`src/shared/umr_pkg.sv`:
```
// constants and types for the mouse report endpoint
package umr_pkg;
  // ==========================================================
  // timing
  localparam int CLK_NS = 8;
  localparam int IDLE_UNIT_NS = 4000000;
  localparam int IDLE_UNIT_CYC = IDLE_UNIT_NS / CLK_NS;
  localparam int DEB_TIME_NS = 32000;
  localparam int DEB_CYC = (DEB_TIME_NS + CLK_NS - 1) / CLK_NS;
  // ==========================================================
  // setup request codes
  localparam logic [7:0] RT_VENDOR_OUT = 8'h40;
  localparam logic [7:0] RQ_VENDOR_TEST = 8'h01;
  localparam logic [7:0] RT_CLASS_IF_OUT = 8'h21;
  localparam logic [7:0] RQ_SET_IDLE = 8'h0A;
  localparam logic [7:0] RT_STD_EP_OUT = 8'h02;
  localparam logic [7:0] RQ_CLEAR_FEATURE = 8'h01;
  localparam logic [7:0] RQ_SET_FEATURE = 8'h03;
  localparam logic [7:0] FEAT_EP_HALT = 8'h00;
  localparam logic [7:0] EP_REPORT_IN = 8'h81;
  localparam logic [7:0] RT_STD_DEV_IN = 8'h80;
  localparam logic [7:0] RT_STD_IF_IN = 8'h81;
  localparam logic [7:0] RT_STD_EP_IN = 8'h82;
  localparam logic [7:0] RQ_GET_STATUS = 8'h00;
  localparam logic [7:0] RQ_GET_CONFIG = 8'h08;
  localparam logic [7:0] RQ_GET_IFACE = 8'h0A;
  localparam logic [15:0] STATUS_LEN = 16'h0002;
  localparam logic [15:0] CONFIG_LEN = 16'h0001;
  localparam logic [15:0] IFACE_LEN = 16'h0001;
  localparam logic [15:0] MIN_REPLY_LEN = 16'h0001;
  // ==========================================================
  // report layout and reset values
  localparam int BTN_W = 5;
  localparam int left_button_bit = 0;
  localparam int right_button_bit = 1;
  localparam int middle_button_bit = 2;
  localparam int fourth_button_bit = 3;
  localparam int fifth_button_bit = 4;
  localparam logic [2:0] BTN_PAD = 3'h0;
  localparam logic [2:0] RPT_LEN_WHEEL = 3'h4;
  localparam logic [2:0] RPT_LEN_NOWHEEL = 3'h3;
  localparam logic [7:0] IDLE_RATE_RST = 8'h00;
  localparam logic [7:0] SAT_POS = 8'h7F;
  localparam logic [7:0] SAT_NEG = 8'h80;
  // ==========================================================
  // types
  typedef enum logic [1:0] {
    DS_DEFAULT = 2'b00,
    DS_ADDRESSED = 2'b01,
    DS_CONFIGURED = 2'b10
  } umr_dev_state_t;
  typedef enum logic [1:0] {
    RSP_NONE = 2'b00,
    RSP_NAK = 2'b01,
    RSP_DATA = 2'b10,
    RSP_STALL = 2'b11
  } umr_resp_t;
  typedef enum logic {
    EP_READY = 1'b0,
    EP_SENT = 1'b1
  } umr_ep_state_t;
  typedef struct packed {
    logic [7:0] bm_req;
    logic [7:0] b_req;
    logic [7:0] val_lo;
    logic [7:0] val_hi;
    logic [7:0] idx_lo;
    logic [7:0] idx_hi;
    logic [7:0] len_lo;
    logic [7:0] len_hi;
  } umr_setup_t;
  typedef struct packed {
    logic [7:0] btn;
    logic [7:0] dx;
    logic [7:0] dy;
    logic [7:0] dz;
  } umr_report_t;
  typedef struct packed {
    logic valid;
    logic [7:0] dx;
    logic [7:0] dy;
    logic [7:0] dz;
  } umr_motion_t;
  typedef struct packed {
    logic valid;
    logic [7:0] addr;
    logic [7:0] data;
  } umr_vend_wr_t;
endpackage

```
`src/umr_report_ep.sv`:
```
// interrupt IN report endpoint with motion accumulation
// ==========================================================
// Overview of operation
// [RULE1] idle rate accepted in any state, used only once configured
// [RULE2] vendor test write is 40 01 00 00 addr data 00 00, any state
// [RULE3] host keeps vendor test address within 0x00 to 0x3F
// [RULE4] poll ignored unless configured; then NAK if empty, else report
// [RULE5] endpoint stalls only while its halt bit is set
// [RULE6] host polls at least every 10 frames, may poll continuously
// [RULE7] no report is produced outside the configured state
// [RULE8] empty buffer takes any motion or button change at once
// [RULE9] motion arriving while buffer full is summed per axis
// [RULE10] emptying loads the sums into the buffer, then sums restart; the code keeps the excess beyond the saturated report values as new sums
// [RULE11] button state loaded into an empty buffer is kept as last sent
// [RULE12] button changes are not acted on while buffer is full
// [RULE13] on emptying, changed buttons are loaded and copy updated
// [RULE14] buttons are debounced before use
// [RULE15] with wheel: button byte, X, Y, wheel, four bytes
// [RULE16] without wheel: button byte, X, Y, three bytes
// [RULE17] status, configuration and interface replies give one byte at zero length
// [RULE18] idle rate byte is the repeat period in 4 ms units
// [RULE19] idle rate starts at zero, reports only on change
// [RULE20] sums are signed and saturate to 8 bits in the report
// [RULE21] buffer empties only on host acknowledge of a sent report; the code also empties it whenever the device is not configured
`timescale 1ns/1ps
`default_nettype none
module umr_report_ep
  import umr_pkg::*;
#(
  parameter int ACC_W = 12,
  parameter int IDLE_UNIT = IDLE_UNIT_CYC,
  parameter int DEB = DEB_CYC
) (
  input wire logic mclk,
  input wire logic rst_n,
  input wire logic wheel_present,
  input wire umr_dev_state_t dev_state,
  input wire logic setup_valid,
  input wire umr_setup_t setup,
  input wire umr_motion_t motion,
  input wire logic [BTN_W-1:0] buttons_raw,
  input wire logic report_endpoint_poll,
  input wire logic host_ack,
  output logic resp_valid,
  output umr_resp_t resp_kind,
  output umr_report_t report,
  output logic [2:0] report_len,
  output logic report_pending,
  output logic report_endpoint_halt,
  output logic [7:0] idle_rate,
  output umr_vend_wr_t vend_wr,
  output logic reply_len_valid,
  output logic [15:0] reply_len
);
  localparam int UW = $clog2(IDLE_UNIT + 1);
  localparam logic [UW-1:0] UNIT_LAST = UW'(IDLE_UNIT - 1);

  // ==========================================================
  // saturating arithmetic
  function automatic logic [ACC_W-1:0] add_sat(input logic [ACC_W-1:0] a, input logic [7:0] d);
    logic [ACC_W:0] s;
    s = {a[ACC_W-1], a} + {{(ACC_W-7){d[7]}}, d};
    if (s[ACC_W] != s[ACC_W-1]) begin
      add_sat = s[ACC_W] ? {1'b1, {(ACC_W-1){1'b0}}} : {1'b0, {(ACC_W-1){1'b1}}};
    end else begin
      add_sat = s[ACC_W-1:0];
    end
  endfunction

  function automatic logic [7:0] sat8(input logic [ACC_W-1:0] v);
    if ((&v[ACC_W-1:7]) || !(|v[ACC_W-1:7])) begin
      sat8 = v[7:0];
    end else begin
      sat8 = v[ACC_W-1] ? SAT_NEG : SAT_POS;
    end
  endfunction

  function automatic logic [ACC_W-1:0] residue(input logic [ACC_W-1:0] v);
    logic [7:0] r;
    r = sat8(v);
    residue = v - {{(ACC_W-8){r[7]}}, r};
  endfunction

  // ==========================================================
  // debounced buttons
  logic [BTN_W-1:0] btn_deb;
  umr_debounce #(.W(BTN_W), .CNT(DEB)) u_umr_debounce (
    .mclk(mclk),
    .rst_n(rst_n),
    .raw(buttons_raw),
    .stable(btn_deb)
  );

  // ==========================================================
  // setup decode
  logic cfg, is_vendor, is_idle, is_halt_ep, report_endpoint_halt_set, halt_clr;
  logic is_status, is_config, is_iface;
  logic [15:0] wlen;
  assign cfg = (dev_state == DS_CONFIGURED);
  assign wlen = {setup.len_hi, setup.len_lo};
  assign is_vendor = setup_valid && setup.bm_req == RT_VENDOR_OUT && setup.b_req == RQ_VENDOR_TEST
                     && setup.val_lo == 8'h00 && setup.val_hi == 8'h00 && wlen == 16'h0000;
  assign is_idle = setup_valid && setup.bm_req == RT_CLASS_IF_OUT && setup.b_req == RQ_SET_IDLE;
  assign is_halt_ep = setup_valid && setup.bm_req == RT_STD_EP_OUT && setup.val_lo == FEAT_EP_HALT
                      && setup.idx_lo == EP_REPORT_IN;
  assign report_endpoint_halt_set = is_halt_ep && setup.b_req == RQ_SET_FEATURE;
  assign halt_clr = is_halt_ep && setup.b_req == RQ_CLEAR_FEATURE;
  assign is_status = setup_valid && setup.b_req == RQ_GET_STATUS
                     && (setup.bm_req == RT_STD_DEV_IN || setup.bm_req == RT_STD_IF_IN
                         || setup.bm_req == RT_STD_EP_IN);
  assign is_config = setup_valid && setup.bm_req == RT_STD_DEV_IN && setup.b_req == RQ_GET_CONFIG;
  assign is_iface = setup_valid && setup.bm_req == RT_STD_IF_IN && setup.b_req == RQ_GET_IFACE;

  // ==========================================================
  // control state
  logic halt_r, halt_nxt;
  logic [7:0] idle_r, idle_nxt;
  umr_vend_wr_t vend_r, vend_nxt;
  logic rlv_r, rlv_nxt;
  logic [15:0] rl_r, rl_nxt;
  logic [15:0] nat_len;

  always_comb begin
    halt_nxt = halt_r;
    idle_nxt = idle_r;
    vend_nxt = '0;
    rlv_nxt = 1'b0;
    rl_nxt = rl_r;
    nat_len = is_status ? STATUS_LEN : (is_config ? CONFIG_LEN : IFACE_LEN);
    if (report_endpoint_halt_set) begin
      halt_nxt = 1'b1; // [RULE5]
    end else if (halt_clr) begin
      halt_nxt = 1'b0;
    end
    if (is_idle) begin
      idle_nxt = setup.val_hi; // [RULE1] [RULE18]
    end
    if (is_vendor) begin
      vend_nxt = {1'b1, setup.idx_lo, setup.idx_hi}; // [RULE2]
    end
    if (is_status || is_config || is_iface) begin
      rlv_nxt = 1'b1;
      rl_nxt = (wlen == 16'h0000) ? MIN_REPLY_LEN : ((wlen < nat_len) ? wlen : nat_len); // [RULE17]
    end
  end

  always_ff @(posedge mclk) begin
    if (!rst_n) begin
      halt_r <= 1'b0;
      idle_r <= IDLE_RATE_RST; // [RULE19]
      vend_r <= '0;
      rlv_r <= 1'b0;
      rl_r <= 16'h0000;
    end else begin
      halt_r <= halt_nxt;
      idle_r <= idle_nxt;
      vend_r <= vend_nxt;
      rlv_r <= rlv_nxt;
      rl_r <= rl_nxt;
    end
  end

  // ==========================================================
  // report buffer, accumulators, idle timer, poll answer
  umr_ep_state_t ep_r, ep_nxt;
  logic full_r, full_nxt;
  umr_report_t rpt_r, rpt_nxt;
  logic [2:0] len_r, len_nxt;
  logic [BTN_W-1:0] last_r, last_nxt;
  logic [ACC_W-1:0] ax_r, ay_r, az_r, ax_nxt, ay_nxt, az_nxt;
  logic [UW-1:0] unit_r, unit_nxt;
  logic [7:0] per_r, per_nxt;
  logic rv_r, rv_nxt;
  umr_resp_t rk_r, rk_nxt;
  logic emptied, empty_now, btn_diff, idle_fire, load, has_acc;
  logic [ACC_W-1:0] sx, sy, sz;
  logic [7:0] dz_in;

  always_comb begin
    ep_nxt = ep_r;
    full_nxt = full_r;
    rpt_nxt = rpt_r;
    last_nxt = last_r;
    unit_nxt = unit_r;
    per_nxt = per_r;
    rv_nxt = 1'b0;
    rk_nxt = rk_r;
    len_nxt = wheel_present ? RPT_LEN_WHEEL : RPT_LEN_NOWHEEL; // [RULE15] [RULE16]
    dz_in = wheel_present ? motion.dz : 8'h00;
    sx = motion.valid ? add_sat(ax_r, motion.dx) : ax_r; // [RULE9] [RULE20]
    sy = motion.valid ? add_sat(ay_r, motion.dy) : ay_r;
    sz = motion.valid ? add_sat(az_r, dz_in) : az_r;
    ax_nxt = sx;
    ay_nxt = sy;
    az_nxt = sz;
    emptied = host_ack && ep_r == EP_SENT && full_r; // [RULE21]
    empty_now = !full_r || emptied;
    btn_diff = btn_deb != last_r; // [RULE12]
    has_acc = (|sx) || (|sy) || (|sz);
    idle_fire = idle_r != 8'h00 && unit_r == UNIT_LAST && per_r == idle_r - 8'h01;
    load = cfg && empty_now && (motion.valid || btn_diff || has_acc || idle_fire); // [RULE8] [RULE13]
    if (cfg && !full_r && idle_r != 8'h00) begin
      if (unit_r == UNIT_LAST) begin
        unit_nxt = '0;
        per_nxt = idle_fire ? 8'h00 : per_r + 8'h01;
      end else begin
        unit_nxt = unit_r + 1'b1;
      end
    end
    if (emptied) begin
      full_nxt = 1'b0;
      ep_nxt = EP_READY;
    end
    if (load) begin
      full_nxt = 1'b1;
      rpt_nxt.btn = {BTN_PAD, btn_deb}; // [RULE11] [RULE15]
      rpt_nxt.dx = sat8(sx); // [RULE10] [RULE20]
      rpt_nxt.dy = sat8(sy);
      rpt_nxt.dz = wheel_present ? sat8(sz) : 8'h00; // [RULE16]
      ax_nxt = residue(sx); // [RULE10]
      ay_nxt = residue(sy);
      az_nxt = residue(sz);
      last_nxt = btn_deb; // [RULE11] [RULE13]
      unit_nxt = '0;
      per_nxt = 8'h00;
    end
    if (report_endpoint_poll && cfg) begin
      rv_nxt = 1'b1;
      if (halt_r) begin
        rk_nxt = RSP_STALL; // [RULE5]
      end else if (full_r) begin
        rk_nxt = RSP_DATA; // [RULE4]
        ep_nxt = EP_SENT;
      end else begin
        rk_nxt = RSP_NAK; // [RULE4]
      end
    end
    if (!cfg) begin
      full_nxt = 1'b0; // [RULE7]
      ep_nxt = EP_READY;
      ax_nxt = '0;
      ay_nxt = '0;
      az_nxt = '0;
      unit_nxt = '0;
      per_nxt = 8'h00;
    end
  end

  always_ff @(posedge mclk) begin
    if (!rst_n) begin
      ep_r <= EP_READY;
      full_r <= 1'b0;
      rpt_r <= '0;
      len_r <= RPT_LEN_NOWHEEL;
      last_r <= '0;
      ax_r <= '0;
      ay_r <= '0;
      az_r <= '0;
      unit_r <= '0;
      per_r <= 8'h00;
      rv_r <= 1'b0;
      rk_r <= RSP_NONE;
    end else begin
      ep_r <= ep_nxt;
      full_r <= full_nxt;
      rpt_r <= rpt_nxt;
      len_r <= len_nxt;
      last_r <= last_nxt;
      ax_r <= ax_nxt;
      ay_r <= ay_nxt;
      az_r <= az_nxt;
      unit_r <= unit_nxt;
      per_r <= per_nxt;
      rv_r <= rv_nxt;
      rk_r <= rk_nxt;
    end
  end

  assign resp_valid = rv_r;
  assign resp_kind = rk_r;
  assign report = rpt_r;
  assign report_len = len_r;
  assign report_pending = full_r;
  assign report_endpoint_halt = halt_r;
  assign idle_rate = idle_r;
  assign vend_wr = vend_r;
  assign reply_len_valid = rlv_r;
  assign reply_len = rl_r;
endmodule
`default_nettype wire

```
`src/umr_debounce.sv`:
```
// button debounce filter
`timescale 1ns/1ps
`default_nettype none
module umr_debounce
  import umr_pkg::*;
#(
  parameter int W = BTN_W,
  parameter int CNT = DEB_CYC
) (
  input wire logic mclk,
  input wire logic rst_n,
  input wire logic [W-1:0] raw,
  output logic [W-1:0] stable
);
  localparam int CW = $clog2(CNT + 1);
  localparam logic [CW-1:0] CNT_LAST = CW'(CNT - 1);
  logic [W-1:0] stable_r, stable_nxt;
  logic [CW-1:0] cnt_r [W];
  logic [CW-1:0] cnt_nxt [W];

  // ==========================================================
  // per-bit stability counters
  always_comb begin
    stable_nxt = stable_r;
    for (int i = 0; i < W; i++) begin
      cnt_nxt[i] = '0;
      if (raw[i] != stable_r[i]) begin
        if (cnt_r[i] == CNT_LAST) begin
          stable_nxt[i] = raw[i]; // [RULE14]
        end else begin
          cnt_nxt[i] = cnt_r[i] + 1'b1;
        end
      end
    end
  end

  always_ff @(posedge mclk) begin
    if (!rst_n) begin
      stable_r <= '0;
      for (int i = 0; i < W; i++) begin
        cnt_r[i] <= '0;
      end
    end else begin
      stable_r <= stable_nxt;
      for (int i = 0; i < W; i++) begin
        cnt_r[i] <= cnt_nxt[i];
      end
    end
  end

  assign stable = stable_r;
endmodule
`default_nettype wire

```
`config.mk`:
```
export PLATFORM = sky130hd
export DESIGN_NAME = umr_report_ep
export DESIGN_NICKNAME = d
export VERILOG_FILES = /design/src/shared/umr_pkg.sv /design/src/umr_report_ep.sv /design/src/umr_debounce.sv
export SDC_FILE = /design/constraint.sdc
export NUM_CORES = 1
export LEC_CHECK = 0
export BUFFER_PORTS_ARGS = -buffer_cell sky130_fd_sc_hd__buf_4
export CAP_MARGIN = 20
export CORE_MARGIN = 2
export CORE_UTILIZATION = 40
export DETAILED_ROUTE_END_ITERATION = 16
export PLACE_DENSITY = 0.58
export SLEW_MARGIN = 0
export SYNTH_ARGS = -nofsm -noshare
export SYNTH_HDL_FRONTEND = slang
export SYNTH_SLANG_ARGS = --single-unit
export TNS_END_PERCENT = 1
```
`constraint.sdc`:
```
create_clock -name mclk -period 8.31 [get_ports mclk]
set_input_delay 1.2465 -clock mclk [delete_from_list [all_inputs] [get_ports mclk]]
set_output_delay 1.2465 -clock mclk [all_outputs]
set_load 0.1 [all_outputs]
```
After elaboration in Yosys (flattened, before gate mapping)

Memory sizes are Yosys's and may differ from the RTL's.
Index checks and enable logic that the tools add are counted.

Register bits after elaboration: 148
Latch bits: 0
Memory bits (writable): 60
ROM bits: 0
Bits of input ports: 102
Memories kept: 1

Memories:

| name                 | depth | bits a word | read ports | clocked after memory_dff | write ports | RTL line           | text |
|---|---|---|---|---|---|---|---|
| u_umr_debounce.cnt_r | 5     | 12          | 5          | 0                        | 5           | umr_debounce.sv:18 | `logic [CW-1:0] cnt_r [W];` |

Add/sub/neg operators: 14
$mul: 0
Divide/modulo/power cells: 0
Order comparisons: 1
Eq/ne operators: 28
Shift-type cells: 0
Mux-type cells: 59
Bitwise gates (word level): 7
Reduce and logical (&&, ||, !) cells: 69

Operators with widths:

| cell                                                            | number |
|---|---|
| 12-bit two-way mux                                              | 27 |
| 8-bit two-way mux                                               | 12 |
| 12-bit by 1-bit adder with 12-bit output, second input constant | 5 |
| 12-bit == test, second input constant                           | 5 |
| 12-bit by 8-bit adder with 13-bit output                        | 3 |
| 12-bit OR reduction                                             | 3 |
| 12-bit subtractor                                               | 3 |
| 8-bit == test, second input constant                            | 4 |
| 16-bit two-way mux                                              | 2 |
| 1-bit logical AND                                               | 27 |
| 8-bit logical NOT                                               | 3 |
| 19-bit by 1-bit adder with 19-bit output, second input constant | 1 |
| 19-bit == test, second input constant                           | 1 |
| 19-bit two-way mux                                              | 1 |
| 17-bit two-way mux                                              | 1 |
| 8-bit by 2-bit == test with 1-bit output, second input constant | 2 |
| 8-bit by 4-bit == test with 1-bit output, second input constant | 2 |
| 16-bit logical NOT                                              | 1 |
| 16-bit by 2-bit less-than comparator with 1-bit output          | 1 |
| 2-bit AND reduction                                             | 8 |
| 5-bit AND reduction                                             | 3 |
| 5-bit OR reduction                                              | 3 |
| 1-bit logical OR                                                | 13 |
| 1-bit two-way mux                                               | 12 |
| other kinds (17)                                                | 35 |

Longest topological paths before layout

Depth after elaboration: 13
Gate-level depth with buffers: 31
Gate-level depth less buffers: 30

Cells and area by module

From an unflattened synthesis, not the netlist that was laid out.

Cells, all modules: 1566
Area total of the unflattened synthesis: 12988.7 um^2

By module, submodules not included:

| module        | instances | cells each | area each (um^2) | sequential area each (um^2) |
|---|---|---|---|---|
| umr_report_ep | 1         | 1253       | 10224.8          | 2842.7 |
| umr_debounce  | 1         | 313        | 2763.9           | 1301.2 |

Worst setup path before layout

Ideal clock, no wire load.

Path type: in2reg
Start: input port motion[16] (netlist name)
End: register ax_r[10]
Data arrival time: 6577 ps
Data required time: 8236 ps
Path slack: 1659 ps
Cell stages on the path: 30
Path buffers: 1
Cells stage by stage: ha_1 -> fa_1 -> a211o_1 -> a21oi_2 -> o21ai_0 -> nand2_1 -> nand2_1 -> nand2_1 -> ha_1 -> clkbuf_1 -> nand2_1 -> a21oi_1 -> a21oi_2 -> a31oi_1 -> a41o_1 -> and2_1 -> ha_1 -> inv_1 -> fa_1 -> a21o_1 -> a21o_1 -> a21o_1 -> a21oi_1 -> o21bai_1 -> a21o_1 -> a21o_1 -> a21oi_1 -> xnor2_1 -> nand3_1 -> o21ai_0

Cells in the longest elaborated chain, start to end: 11

RTL lines:

| element                                                            | RTL line                                   | text |
|---|---|---|
| start, declared                                                    | umr_report_ep.sv:40                        | `input wire umr_motion_t motion,` |
| 12-bit by 8-bit adder with 13-bit output (*)                       | umr_report_ep.sv:62                        | `s = {a[ACC_W-1], a} + {{(ACC_W-7){d[7]}}, d};` |
| 12-bit two-way mux / 1-bit inequality test (equally long branches) | umr_report_ep.sv:64, umr_report_ep.sv:63   |  |
| 12-bit two-way mux (*)                                             | umr_report_ep.sv:63                        | `if (s[ACC_W] != s[ACC_W-1]) begin` |
| 12-bit two-way mux (*)                                             | umr_report_ep.sv:190                       | `sx = motion.valid ? add_sat(ax_r, motion.dx) : ax_r;` |
| 5-bit OR reduction / 12-bit OR reduction (equally long branches)   | umr_report_ep.sv:71, umr_report_ep.sv:199  |  |
| 1-bit logical NOT / 1-bit logical OR (equally long branches)       | umr_report_ep.sv:71, umr_report_ep.sv:199  |  |
| 1-bit logical OR (on tied branches)                                | umr_report_ep.sv:71, umr_report_ep.sv:199  |  |
| 8-bit two-way mux / 1-bit logical OR (equally long branches)       | umr_report_ep.sv:71, umr_report_ep.sv:201  |  |
| 8-bit two-way mux / 1-bit logical OR (equally long branches)       | umr_report_ep.sv:214, umr_report_ep.sv:201 |  |
| 12-bit subtractor / 1-bit logical AND (equally long branches)      | umr_report_ep.sv:81, umr_report_ep.sv:201  |  |
| 12-bit two-way mux (*)                                             | umr_report_ep.sv:214                       | `if (load) begin` |
| end signal, assigned                                               | umr_report_ep.sv:269                       | `ax_r <= ax_nxt;` |
| end, declared                                                      | umr_report_ep.sv:170                       | `logic [ACC_W-1:0] ax_r, ay_r, az_r, ax_nxt, ay_nxt, az_nxt;` |

Every way passes the cells marked *; elsewhere a longest branch is shown, timed or not. The select of a mux whose other input is x is not followed.
A chain may end at the register's enable or synchronous reset.

Final worst setup path

Start: input port motion[8] (netlist name)
End: register ay_r[11]

Cells in the longest elaborated chain, start to end: 11

RTL lines:

| element                                                            | RTL line                                   | text |
|---|---|---|
| 12-bit by 8-bit adder with 13-bit output (*)                       | umr_report_ep.sv:62                        |  |
| 12-bit two-way mux / 1-bit inequality test (equally long branches) | umr_report_ep.sv:64, umr_report_ep.sv:63   |  |
| 12-bit two-way mux (*)                                             | umr_report_ep.sv:63                        |  |
| 12-bit two-way mux (*)                                             | umr_report_ep.sv:191                       | `sy = motion.valid ? add_sat(ay_r, motion.dy) : ay_r;` |
| 5-bit OR reduction / 12-bit OR reduction (equally long branches)   | umr_report_ep.sv:71, umr_report_ep.sv:199  |  |
| 1-bit logical NOT / 1-bit logical OR (equally long branches)       | umr_report_ep.sv:71, umr_report_ep.sv:199  |  |
| 1-bit logical OR (on tied branches)                                | umr_report_ep.sv:71, umr_report_ep.sv:199  |  |
| 8-bit two-way mux / 1-bit logical OR (equally long branches)       | umr_report_ep.sv:71, umr_report_ep.sv:201  |  |
| 8-bit two-way mux / 1-bit logical OR (equally long branches)       | umr_report_ep.sv:214, umr_report_ep.sv:201 |  |
| 12-bit subtractor / 1-bit logical AND (equally long branches)      | umr_report_ep.sv:81, umr_report_ep.sv:201  |  |
| 12-bit two-way mux (*)                                             | umr_report_ep.sv:214                       |  |
| end signal, assigned                                               | umr_report_ep.sv:270                       | `ay_r <= ay_nxt;` |
| end, declared                                                      | umr_report_ep.sv:170                       |  |

Marks and branches as above.

==> flow_metrics.tcl <==
set metrics [dict create \
    drt_wl_total_mm 32.59 \
    synthArstFlopShare 0 \
    path_class "in2reg" \
    reg_to_reg_critical_path_startpoint "ay_r[5]" \
    grt_start_max_net_pins 51 \
    syn-mean-instance-area_um2 8.213 \
    wl_per_cell_um 15.75 \
    worst_slew_pin_slew_ps 1017 \
    drt_drc_violations_left 0 \
    routabilityCongestion 0.8707 \
    final_cell_mix "209 x sky130_fd_sc_hd__nor2_1, 207 x sky130_fd_sc_hd__dfxtp_1, 190 x sky130_fd_sc_hd__buf_4" \
    cts_sinks 207 \
    core-area_um2 30430 \
    timing_hold_violations_final 0 \
    placedCellCount 2023 \
    fmax_mhz 140.9 \
    critPathCaptureType "flop" \
    post_route_cells_drive_above_1_share 0.1656 \
    power.combinational.fraction 0.253 \
    areaGrowthSynthToFinish_pct 21.04 \
    endpoints_failing_setup 0 \
    synthFlopType "sky130_fd_sc_hd__dfxtp_1" \
    antenna_found_initial 0 \
    yosys_register_bits 207 \
    cp.required_ps 8780 \
    clockBufferDepth 3 \
    via_count 10860 \
    root_buffer "sky130_fd_sc_hd__clkbuf_16" \
    powerDensity_nw_per_um2 200.4 \
    place.detailed.hpwl_mm 24.58 \
    grt_pass1_wl_mm 52.72 \
    slew_viol_final 0 \
    outcome "finished, final reports clean" \
    grt_pass1_vias 10320 \
    drtIter0Drc 541 \
    setup_repair_after_global_routing_missed_its_margin "false" \
    max-vdd-ir-drop_mv 0.1536 \
    crit_path_start "motion[8]" \
    synth.yosys.seq_area_share 0.3377 \
    type_of_the_most_critical_hold_path "reg2reg" \
    io_pins 184 \
    die_width_um 179.1 \
    cts.clk_slew.worst_paths_ps 60 \
    tightest_slew_margin_relative_to_the_limit 0.3196 \
    mappedNetlistArea_um2 12270 \
    post-cts-setup-buffers 0 \
    cts_inserted_buffers 25 \
    drv_cap 0 \
    post_dp_cell_area_um2 13940 \
    synth_enable_flop_cells 0 \
    layout.cells.most_common "sky130_fd_sc_hd__nor2_1" \
    hp-start "u_umr_debounce.cnt_r[4][0]" \
    critPathLaunchType "input pin" \
    length_of_the_first_detailed_routing_pass_in_iterations 5 \
    post_layout_instance_count_excluding_filler_cells 2069 \
    route.antenna.remaining_nets 0 \
    synthesized_instance_count 1494 \
    leakage_nw 6.160 \
    switching_share 0.3105 \
    cts_htree_levels 1 \
    design_area_um2 14850 \
    min_period_ps 7098 \
    fin_crit_sh 0.8541 \
    crit_fanout 13 \
    hold_bufs_inserted_after_cts 0 \
    drt-vias-per-instance 5.248 \
    arrival_ps 7570 \
    pwr-share-seq 0.347 \
    clkLatencyLatePin_ps 530 \
    final.setup.tns_ps 0 \
    area_enclosed_by_the_die_boundary_um2 32090 \
    std_cell_rows 64 \
    global_route.overflow_total 0 \
    synth.lib_cells_used.distinct 86 \
    cts-resized-gates 0 \
    clock_skew_ps 8.167 \
    antennaDiodeCount 0 \
    clkPwrFrac 0.401 \
    port_buffers 180 \
    die_y_um 179.1 \
    design.final.nets 1840 \
    tritoncts "done" \
    synthesis.yosys.warnings 0 \
    initial_utilization 0.4032 \
    p_sw_mw 0.9242 \
    grt_util_all_layers 0.2025 \
    internal_power_mw 2.052 \
]
## critical path: stages
cell	delay (ps)
sky130_fd_sc_hd__buf_4	110
sky130_fd_sc_hd__ha_1	230
sky130_fd_sc_hd__fa_1	430
sky130_fd_sc_hd__a211oi_1	360
sky130_fd_sc_hd__o21bai_1	190
sky130_fd_sc_hd__a211o_1	310
sky130_fd_sc_hd__nand2_1	110
sky130_fd_sc_hd__ha_1	360
sky130_fd_sc_hd__and2_1	240
sky130_fd_sc_hd__o2111ai_1	120
sky130_fd_sc_hd__and3_1	400
sky130_fd_sc_hd__o21ai_0	160
sky130_fd_sc_hd__o21a_1	170
sky130_fd_sc_hd__a41oi_1	420
sky130_fd_sc_hd__inv_1	130
sky130_fd_sc_hd__a21boi_0	440
sky130_fd_sc_hd__ha_1	320
sky130_fd_sc_hd__nor2b_1	120
sky130_fd_sc_hd__o21ai_0	180
sky130_fd_sc_hd__a21boi_0	140
sky130_fd_sc_hd__o21ai_0	260
sky130_fd_sc_hd__a21boi_0	170
sky130_fd_sc_hd__o21ai_0	230
sky130_fd_sc_hd__a21oi_1	100
sky130_fd_sc_hd__a21oi_1	240
sky130_fd_sc_hd__nor2b_1	70
sky130_fd_sc_hd__o21ai_0	150
sky130_fd_sc_hd__a31o_2	160
## final timing paths
check / endpoint / slack [ps] / depth (start not counted)
max: ay_r[11] / 1210 / 28
min: u_umr_debounce.cnt_r[4][0] / 450 / 1
max reg2reg: ay_r[10] / 1710 / 29
min reg2reg: u_umr_debounce.cnt_r[4][0] / 450 / 1
## Yosys cell counts, types with 4 or more instances
library cell                  n  area share
sky130_fd_sc_hd__a211o_1      5      0.0036
sky130_fd_sc_hd__a211oi_1    26       0.016
sky130_fd_sc_hd__a21boi_0     8      0.0049
sky130_fd_sc_hd__a21o_1      24       0.015
sky130_fd_sc_hd__a21oi_1     60       0.024
sky130_fd_sc_hd__a22oi_1      4      0.0024
sky130_fd_sc_hd__a31o_2       4      0.0029
sky130_fd_sc_hd__a31oi_1      8      0.0041
sky130_fd_sc_hd__a41oi_1      4      0.0029
sky130_fd_sc_hd__and2_1      31       0.016
sky130_fd_sc_hd__and3_1      35       0.018
sky130_fd_sc_hd__buf_2       10      0.0041
sky130_fd_sc_hd__buf_4        5      0.0031
sky130_fd_sc_hd__buf_6        4      0.0037
sky130_fd_sc_hd__clkbuf_1    37       0.011
sky130_fd_sc_hd__dfxtp_1    207        0.34
sky130_fd_sc_hd__fa_1         6      0.0098
sky130_fd_sc_hd__ha_1        77       0.079
sky130_fd_sc_hd__inv_1       52       0.016
sky130_fd_sc_hd__mux2_2       6      0.0055
sky130_fd_sc_hd__mux2i_1     28       0.023
sky130_fd_sc_hd__nand2_1    120       0.037
sky130_fd_sc_hd__nand2b_1     7      0.0036
sky130_fd_sc_hd__nand3_1     68       0.028
sky130_fd_sc_hd__nand4_1     31       0.016
sky130_fd_sc_hd__nor2_1     210       0.064
sky130_fd_sc_hd__nor2b_1     16      0.0082
sky130_fd_sc_hd__nor3_1      34       0.014
sky130_fd_sc_hd__nor4_1      17      0.0087
sky130_fd_sc_hd__nor4b_1      6      0.0043
sky130_fd_sc_hd__o211ai_1     7      0.0043
sky130_fd_sc_hd__o21a_1      20       0.012
sky130_fd_sc_hd__o21ai_0     77       0.031
sky130_fd_sc_hd__o21bai_1     7      0.0043
sky130_fd_sc_hd__o22ai_1      9      0.0046
sky130_fd_sc_hd__o2bb2ai_1    5      0.0036
sky130_fd_sc_hd__o31a_1       4      0.0029
sky130_fd_sc_hd__o31ai_1      4      0.0024
sky130_fd_sc_hd__or2_2        7      0.0036
sky130_fd_sc_hd__or3_1       12      0.0061
sky130_fd_sc_hd__xnor2_1     66       0.047
sky130_fd_sc_hd__xor2_1      59       0.042
## cell families (layout without fill, tap and decap cells)
kind of cell / count (synthesis) / count (layout) / synth area share
AOI/OAI and AO/OA: 311 / 311 / 0.1687
DFF: 207 / 207 / 0.3377
adders and majority gates: 85 / 85 / 0.09004
buffers and inverters: 112 / 289 / 0.03926
other: 1 / 3 / 0.0003056
muxes: 34 / 34 / 0.02835
xor gates and xnor gates: 126 / 126 / 0.09055
and+or+nand+nor: 618 / 618 / 0.2451
## flip-flops by register name (all words and copies together) (netlist names), 5 cells and up
register               flops
vend_wr                   17
reply_len                 16
unit_r                    19
ax_r                      12
u_umr_debounce.stable      5
u_umr_debounce.cnt_r      60
az_r                      12
last_r                     5
idle_rate                  8
report                    24
ay_r                      12
per_r                      8
## power by group through the flow
stage	logic [mW]	clock network, mW	registers, mW
6_report	0.752	1.19	1.03
5_1_grt	0.833	1.26	1.03
4_1_cts	0.750	1.23	1.03
3_5_place_dp	0.744	0	1.05
3_3_place_gp	0.738	0	1.05
2_1_floorplan	0.504	0	1.11
## layer usage
layer / vias to the layer above / GRT usage / share of wire
met3: 45 / 0.02354 / 0.035
met2: 156 / 0.3373 / 0.46
met5: - / 0 / 0
met4: 0 / 0.05007 / 0.023
met1: 5041 / 0.2786 / 0.49
li1: 5616 / - / -
## per-stage QoR
| step | setup slack (ps) | util | power [mW] | hold WS, ps |
|---|---|---|---|---|
| after floorplan | 1659 | - | 1.615 | 417.5 |
| after global placement | 951.7 | 0.4581 | 1.791 | 433.7 |
| after detailed placement | 742.3 | 0.4581 | 1.796 | 439.4 |
| after CTS | 1249 | 0.4878 | 3.006 | 448.6 |
| after global routing | 637.3 | 0.4881 | 3.128 | 480.0 |
| final | 1212 | 0.4881 | 2.976 | 447.3 |
## layout make-up
class / instances / area, µm²
clock inverter: 11 / 166.4
inverter: 54 / 202.7
timing repair buffer: 190 / 1426
multi-input combinational: 1177 / 7677
clock buffer: 34 / 739.5
tap: 396 / 495.5
sequential: 207 / 4144
fill: 2979 / 15580
(Power assumes the default switching activity.)
